[config.mk]
export PLATFORM = sky130hd
export DESIGN_NAME = pdmc_cfg
export DESIGN_NICKNAME = d
export VERILOG_FILES = /design/src/hdl/pdmc_pkg.sv /design/src/hdl/pdmc_cfg.sv /design/src/hdl/pdmc_decode.sv
export SDC_FILE = /design/constraint.sdc
export NUM_CORES = 1
export LEC_CHECK = 0
export BUFFER_PORTS_ARGS = -buffer_cell sky130_fd_sc_hd__buf_2
export CAP_MARGIN = 0
export CELL_PAD_IN_SITES_DETAIL_PLACEMENT = 0
export CELL_PAD_IN_SITES_GLOBAL_PLACEMENT = 1
export CORE_AREA = 2 2 109 100
export DETAILED_ROUTE_END_ITERATION = 12
export DIE_AREA = 0 0 111 102
export PLACE_DENSITY_LB_ADDON = 0.3
export SLEW_MARGIN = 20
export SYNTH_ARGS = -nofsm -noshare
export SYNTH_HDL_FRONTEND = slang
export SYNTH_HIERARCHICAL = 1
export SYNTH_SLANG_ARGS = --single-unit
[constraint.sdc]
create_clock -name mclk -period 1.4 [get_ports mclk]
set_input_delay 0.14 -clock mclk [delete_from_list [all_inputs] [get_ports mclk]]
set_output_delay 0.14 -clock mclk [all_outputs]
set_load 0.1 [all_outputs]
[src/hdl/pdmc_pkg.sv]
// Function
// - Prescale code 0 means 256, else code
// - Auto detect overrides all programmed ratios; the code still passes halve bit 6 through in auto mode
// - Integer multiplier: top bit plus low byte
// - Integer multiplier equals code; zero reserved
// - Fraction: six upper bits plus low byte
// - Fraction equals code; above 9999 reserved
// - Halve control bit 6 halves divided clock
// - N ratio code 0 means 8
// - PDM ratio codes 0-4 give 1..16
// - Reserved bits 1-0 read zero
package pdmc_pkg;
    localparam logic [7:0] PDMC_OFS_PRESCALE = 8'h35;
    localparam logic [7:0] PDMC_OFS_MULT_UPPER = 8'h36;
    localparam logic [7:0] PDMC_OFS_FRAC_LOW = 8'h37;
    localparam logic [7:0] PDMC_OFS_INT_LOW = 8'h38;
    localparam logic [7:0] PDMC_OFS_NPDM = 8'h39;
    localparam logic [7:0] PDMC_RST_PRESCALE = 8'h01;
    localparam logic [7:0] PDMC_RST_MULT_UPPER = 8'h00;
    localparam logic [7:0] PDMC_RST_FRAC_LOW = 8'h00;
    localparam logic [7:0] PDMC_RST_INT_LOW = 8'h08;
    localparam logic [7:0] PDMC_RST_NPDM = 8'h20;
    localparam int PDMC_INT_TOP_BIT = 7;
    localparam int PDMC_HALVE_BIT = 6;
    localparam int PDMC_FRAC_UP_MSB = 5;
    localparam int PDMC_N_MSB = 7;
    localparam int PDMC_N_LSB = 5;
    localparam int PDMC_PDM_MSB = 4;
    localparam int PDMC_PDM_LSB = 2;
    localparam logic [7:0] PDMC_NPDM_WMASK = 8'hFC;
    localparam logic [8:0] PDMC_PRESCALE_ZERO_RATIO = 9'h100;
    localparam logic [3:0] PDMC_N_ZERO_RATIO = 4'h8;
    localparam logic [13:0] PDMC_FRAC_MAX = 14'h270F;
    localparam logic [2:0] PDMC_PDM_MAX_CODE = 3'h4;
    // Ratios used while auto detection owns the clock tree
    localparam logic [8:0] PDMC_AUTO_PRESCALE = 9'h001;
    localparam logic [8:0] PDMC_AUTO_INT = 9'h008;
    localparam logic [13:0] PDMC_AUTO_FRAC = 14'h0000;
    localparam logic [3:0] PDMC_AUTO_N = 4'h1;
    localparam logic [4:0] PDMC_AUTO_PDM = 5'h01;
endpackage

[src/hdl/pdmc_cfg.sv]
`timescale 1ns/1ps
module pdmc_cfg
    import pdmc_pkg::*;
(
    input wire logic mclk,
    input wire logic rstn,
    input wire logic reg_wr,
    input wire logic reg_rd,
    input wire logic [7:0] reg_addr,
    input wire logic [7:0] reg_wdata,
    input wire logic auto_detect_en,
    output logic [7:0] reg_rdata,
    output logic [8:0] prescale_out,
    output logic [8:0] int_mult_out,
    output logic [13:0] frac_mult_out,
    output logic divided_clock_halve,
    output logic [3:0] n_out,
    output logic [4:0] pdm_out,
    output logic cfg_error
);
    logic [7:0] pre_q, up_q, fl_q, il_q, np_q;
    logic [8:0] pv, iv;
    logic [13:0] fv;
    logic [3:0] nv;
    logic [4:0] dv;
    logic ib, fb, pb;

    wire sel_pre = reg_addr == PDMC_OFS_PRESCALE;
    wire sel_up = reg_addr == PDMC_OFS_MULT_UPPER;
    wire sel_fl = reg_addr == PDMC_OFS_FRAC_LOW;
    wire sel_il = reg_addr == PDMC_OFS_INT_LOW;
    wire sel_np = reg_addr == PDMC_OFS_NPDM;
    // Unmapped offsets read zero
    wire [7:0] rd_mux = sel_pre ? pre_q : sel_up ? up_q : sel_fl ? fl_q :
                        sel_il ? il_q : sel_np ? (np_q & PDMC_NPDM_WMASK) : 8'h00;
    wire auto_q_sync;
    logic auto_s1, auto_s2;
    assign auto_q_sync = auto_s2;

    always_ff @(posedge mclk or negedge rstn) begin
        if (!rstn) begin
            pre_q <= PDMC_RST_PRESCALE;
            up_q <= PDMC_RST_MULT_UPPER;
            fl_q <= PDMC_RST_FRAC_LOW;
            il_q <= PDMC_RST_INT_LOW;
            np_q <= PDMC_RST_NPDM;
        end else if (reg_wr) begin
            if (sel_pre) pre_q <= reg_wdata;
            if (sel_up) up_q <= reg_wdata;
            if (sel_fl) fl_q <= reg_wdata;
            if (sel_il) il_q <= reg_wdata;
            // Reserved bits stay at reset value whatever is written
            if (sel_np) np_q <= reg_wdata & PDMC_NPDM_WMASK;
        end
    end

    always_ff @(posedge mclk or negedge rstn) begin
        if (!rstn) begin
            auto_s1 <= 1'b0;
            auto_s2 <= 1'b0;
        end else begin
            auto_s1 <= auto_detect_en;
            auto_s2 <= auto_s1;
        end
    end

    pdmc_decode u_dec (
        .prescale_ratio(pre_q),
        .mult_upper(up_q),
        .fraction_mult_low_byte(fl_q),
        .integer_mult_low_byte(il_q),
        .npdm(np_q),
        .prescale_val(pv),
        .int_val(iv),
        .frac_val(fv),
        .n_val(nv),
        .pdm_val(dv),
        .int_bad(ib),
        .frac_bad(fb),
        .pdm_bad(pb)
    );

    always_ff @(posedge mclk or negedge rstn) begin
        if (!rstn) begin
            reg_rdata <= 8'h00;
            prescale_out <= PDMC_AUTO_PRESCALE;
            int_mult_out <= PDMC_AUTO_INT;
            frac_mult_out <= PDMC_AUTO_FRAC;
            divided_clock_halve <= 1'b0;
            n_out <= PDMC_AUTO_N;
            pdm_out <= PDMC_AUTO_PDM;
            cfg_error <= 1'b0;
        end else begin
            if (reg_rd) reg_rdata <= rd_mux;
            // Halving is not among the fields auto detection overrides
            divided_clock_halve <= up_q[PDMC_HALVE_BIT];
            if (auto_q_sync) begin
                prescale_out <= PDMC_AUTO_PRESCALE;
                int_mult_out <= PDMC_AUTO_INT;
                frac_mult_out <= PDMC_AUTO_FRAC;
                n_out <= PDMC_AUTO_N;
                pdm_out <= PDMC_AUTO_PDM;
                cfg_error <= 1'b0;
            end else begin
                prescale_out <= pv;
                int_mult_out <= iv;
                frac_mult_out <= fv;
                n_out <= nv;
                pdm_out <= dv;
                cfg_error <= ib | fb | pb;
            end
        end
    end

    // Field views used only by the checks below
    wire [2:0] n_code = np_q[PDMC_N_MSB:PDMC_N_LSB];
    wire [2:0] pdm_code = np_q[PDMC_PDM_MSB:PDMC_PDM_LSB];
    wire [8:0] int_code = {up_q[PDMC_INT_TOP_BIT], il_q};
    wire [13:0] frac_code = {up_q[PDMC_FRAC_UP_MSB:0], fl_q};
    wire codes_legal = (int_code != 9'h000) && (frac_code <= PDMC_FRAC_MAX)
                       && (pdm_code <= PDMC_PDM_MAX_CODE);
    wire sel_none = !(sel_pre || sel_up || sel_fl || sel_il || sel_np);
endmodule

[src/hdl/pdmc_decode.sv]
`timescale 1ns/1ps
module pdmc_decode
    import pdmc_pkg::*;
(
    input wire logic [7:0] prescale_ratio,
    input wire logic [7:0] mult_upper,
    input wire logic [7:0] fraction_mult_low_byte,
    input wire logic [7:0] integer_mult_low_byte,
    input wire logic [7:0] npdm,
    output logic [8:0] prescale_val,
    output logic [8:0] int_val,
    output logic [13:0] frac_val,
    output logic [3:0] n_val,
    output logic [4:0] pdm_val,
    output logic int_bad,
    output logic frac_bad,
    output logic pdm_bad
);
    wire [2:0] n_ratio = npdm[PDMC_N_MSB:PDMC_N_LSB];
    wire [2:0] pdm_clock_ratio = npdm[PDMC_PDM_MSB:PDMC_PDM_LSB];
    wire integer_mult_top_bit = mult_upper[PDMC_INT_TOP_BIT];
    wire [5:0] fraction_mult_upper = mult_upper[PDMC_FRAC_UP_MSB:0];
    assign prescale_val = (prescale_ratio == 8'h00) ? PDMC_PRESCALE_ZERO_RATIO
                          : {1'b0, prescale_ratio};
    assign int_val = {integer_mult_top_bit, integer_mult_low_byte};
    assign int_bad = (int_val == 9'h000);
    assign frac_val = {fraction_mult_upper, fraction_mult_low_byte};
    assign frac_bad = (frac_val > PDMC_FRAC_MAX);
    assign n_val = (n_ratio == 3'h0) ? PDMC_N_ZERO_RATIO : {1'b0, n_ratio};
    // Reserved codes saturate at the largest ratio rather than wrap
    assign pdm_bad = (pdm_clock_ratio > PDMC_PDM_MAX_CODE);
    assign pdm_val = pdm_bad ? 5'h10 : 5'(5'h01 << pdm_clock_ratio);
endmodule

==> impl_metrics.yaml <==
routing:
  via_per_inst: 4.82
  dr.pass1.iters: 4
  wire_per_inst_um: 17.4
  drt_iter0_drc: 103
  via_count: 2422
  routed_wl_mm: 8.74
  drc: 0
  drt.antenna.violating_nets: 0
grt:
  grt_max_degree: 43
  first_global_vias: 2499
  antenna_found_initial: 0
  gr-usage-all-layers: 0.165
  grt_overflow: 0
  grt_pass1_wl_mm: 14.1
sta:
  hold_viol: 0
  tns_ns: 0
  drv_slew: 0
  timing.fmax_ghz: 0.759
  slew_headroom: 0.629
  min_period_ns: 1.32
  finalCritPeriodShare: 0.941
  rsz0062_at_grt: "false"
  finClkSkew_ns: 0.00703
  tightest_slew_ns: 0.555
  final-setup-viol-count: 0
yosys:
  yosysWarningCount: 6
  synth_cells: 307
  synth_nets: 328
  avgSynthCellArea_um2: 13.0
  synthesis.area_mm2: 0.00398
power_and_ir_drop:
  ir_drop_uv: 600
  power_mw: 6.25
  power_density_mw_per_mm2: 1290
  p_leak_nw: 2.47
setup_path:
  criticalPathCategory: "reg -> reg"
  reg2regPathDepth: 4
  cp.required_ns: 1.67
  cp_max_fo: 4
  critPathArrivalTime_ns: 1.59
  startpoint: "il_q[0]"
  r2r_start: "il_q[0]"
  worstSetupStartpointType: "flip-flop"
  endpoint_kind: "flip-flop"
placed_design:
  port_buffers: 71
  gp_congestion: 0.805
  hpwl_mm: 6.49
cts:
  cts.sinks: 91
  clockBufferDepth: 2
  post_cts_buffers: 0
  cts_root_buf: "clkbuf_16"
  numCtsBuffers: 9
  cts_tree: "yes"
  clk_latency_ns: 0.34
  htreeDepth: 3
  cts.clk_slew.worst_paths_ns: 0.06
floorplanning:
  die_area_mm2: 0.0113
  start_util: 0.394
  ios: 72
  dieWidth_um: 111
  die_h_um: 102
  core_area_mm2: 0.0101
  rows: 35
min_path:
  hold_class: "in -> reg"
  min_from: "reg_wdata[3]"
  holdPathStages: 2
finish:
  nFillCells: 923
  drive_gt1_frac: 0.468
  nets: 390
  antenna_cells: 0
  syn2layout_area_growth_pct: 21.7
outcome:
  status: "complete, no violations"
flow_run:
  drv_cap: 0
==> critical path, cell delays in order (launching register included) <==
cell	delay, ns
dfrtp_1	0.44
or3_1	0.41
nor4_4	0.23
nor3_2	0.08
nor2_1	0.09
==> repair_timing <==
action / in CTS / in global routing
endpoints found under the setup margin: 1 / 1
hold buffers: 2 / 0
pin swaps: 1 / 0
resized for setup: 2 / 2
endpoints found under the hold margin: 21 / 0
==> path summary, 6_finish.rpt <==
path / endpoint / slack, ns
max: cfg_error / 0.08
min: il_q[3] / 0.12
max reg2reg: cfg_error / 0.08
min reg2reg: auto_q_sync / 0.35
max in group asynchronous: n_out[0] / 0.54
min in group asynchronous: reg_rdata[6] / 0.27
==> report_power, final <==
part	internal, mW	switching [mW]	total [mW]
registers	2.75	0.0794	2.83
clock network	1.48	0.963	2.44
logic	0.286	0.693	0.980
==> layer usage <==
| layer | track usage | up-vias | wire length, µm |
|---|---|---|---|
| met5 | 0 | - | 0 |
| li1 | - | 1155 | - |
| met2 | 0.254 | 56 | 4030 |
| met3 | 0.0522 | 4 | 417 |
| met1 | 0.229 | 1207 | 4250 |
| met4 | 0.0462 | 0 | 46 |
==> metrics by stage <==
step           cells  utilization  cell area, µm²  hold slack [ns]  setup WS [ns]
2_1_floorplan    307            -            3980           -0.156         0.0477
3_3_place_gp     485        0.444            4490           0.0832         -0.105
3_5_place_dp     485        0.444            4490           0.0849         -0.137
4_1_cts          503        0.477            4830            0.102         0.0269
5_1_grt          503        0.479            4840            0.116         0.0230
6_report         503        0.479            4840            0.116         0.0824
==> placed cells by master, fill, tap and decap left out, drive strengths merged, types with 2 or more instances in the layout <==
cell type     n
and2          2
mux2         38
clkbuf       12
o211ai        8
nor4          2
nand2        10
a21oi         2
or2           4
o2bb2ai       6
dfstp         7
and2b         2
mux2i         6
dlygate4sd3   2
a31oi         6
a2bb2oi       2
buf          98
o22ai         2
nor3b         2
nor2b        38
nor2          9
inv           2
a22o          6
nor3          3
nand3         2
clkinvlp      2
o21ai         4
dfrtp        84
or4           3
==> flip-flops by register name, summed over array words and instances (netlist names), 6 cells and up <==
signal and count:
prescale_out 9, int_mult_out 9, fl_q 8, frac_mult_out 14, reg_rdata 8, il_q 8
np_q 6, pre_q 8, up_q 8
==> cell type report <==
cell class	instances	area (µm²)	area share
Sequential cell	91	2290	0.472
Multi-Input combinational cell	165	1410	0.290
Timing Repair Buffer	100	678	0.140
Clock inverter	4	50.0	0.0103
Tap cell	129	161	0.0333
Inverter	2	7.51	0.00155
Clock buffer	12	256	0.0529
Power figures use the tool's default switching activity.
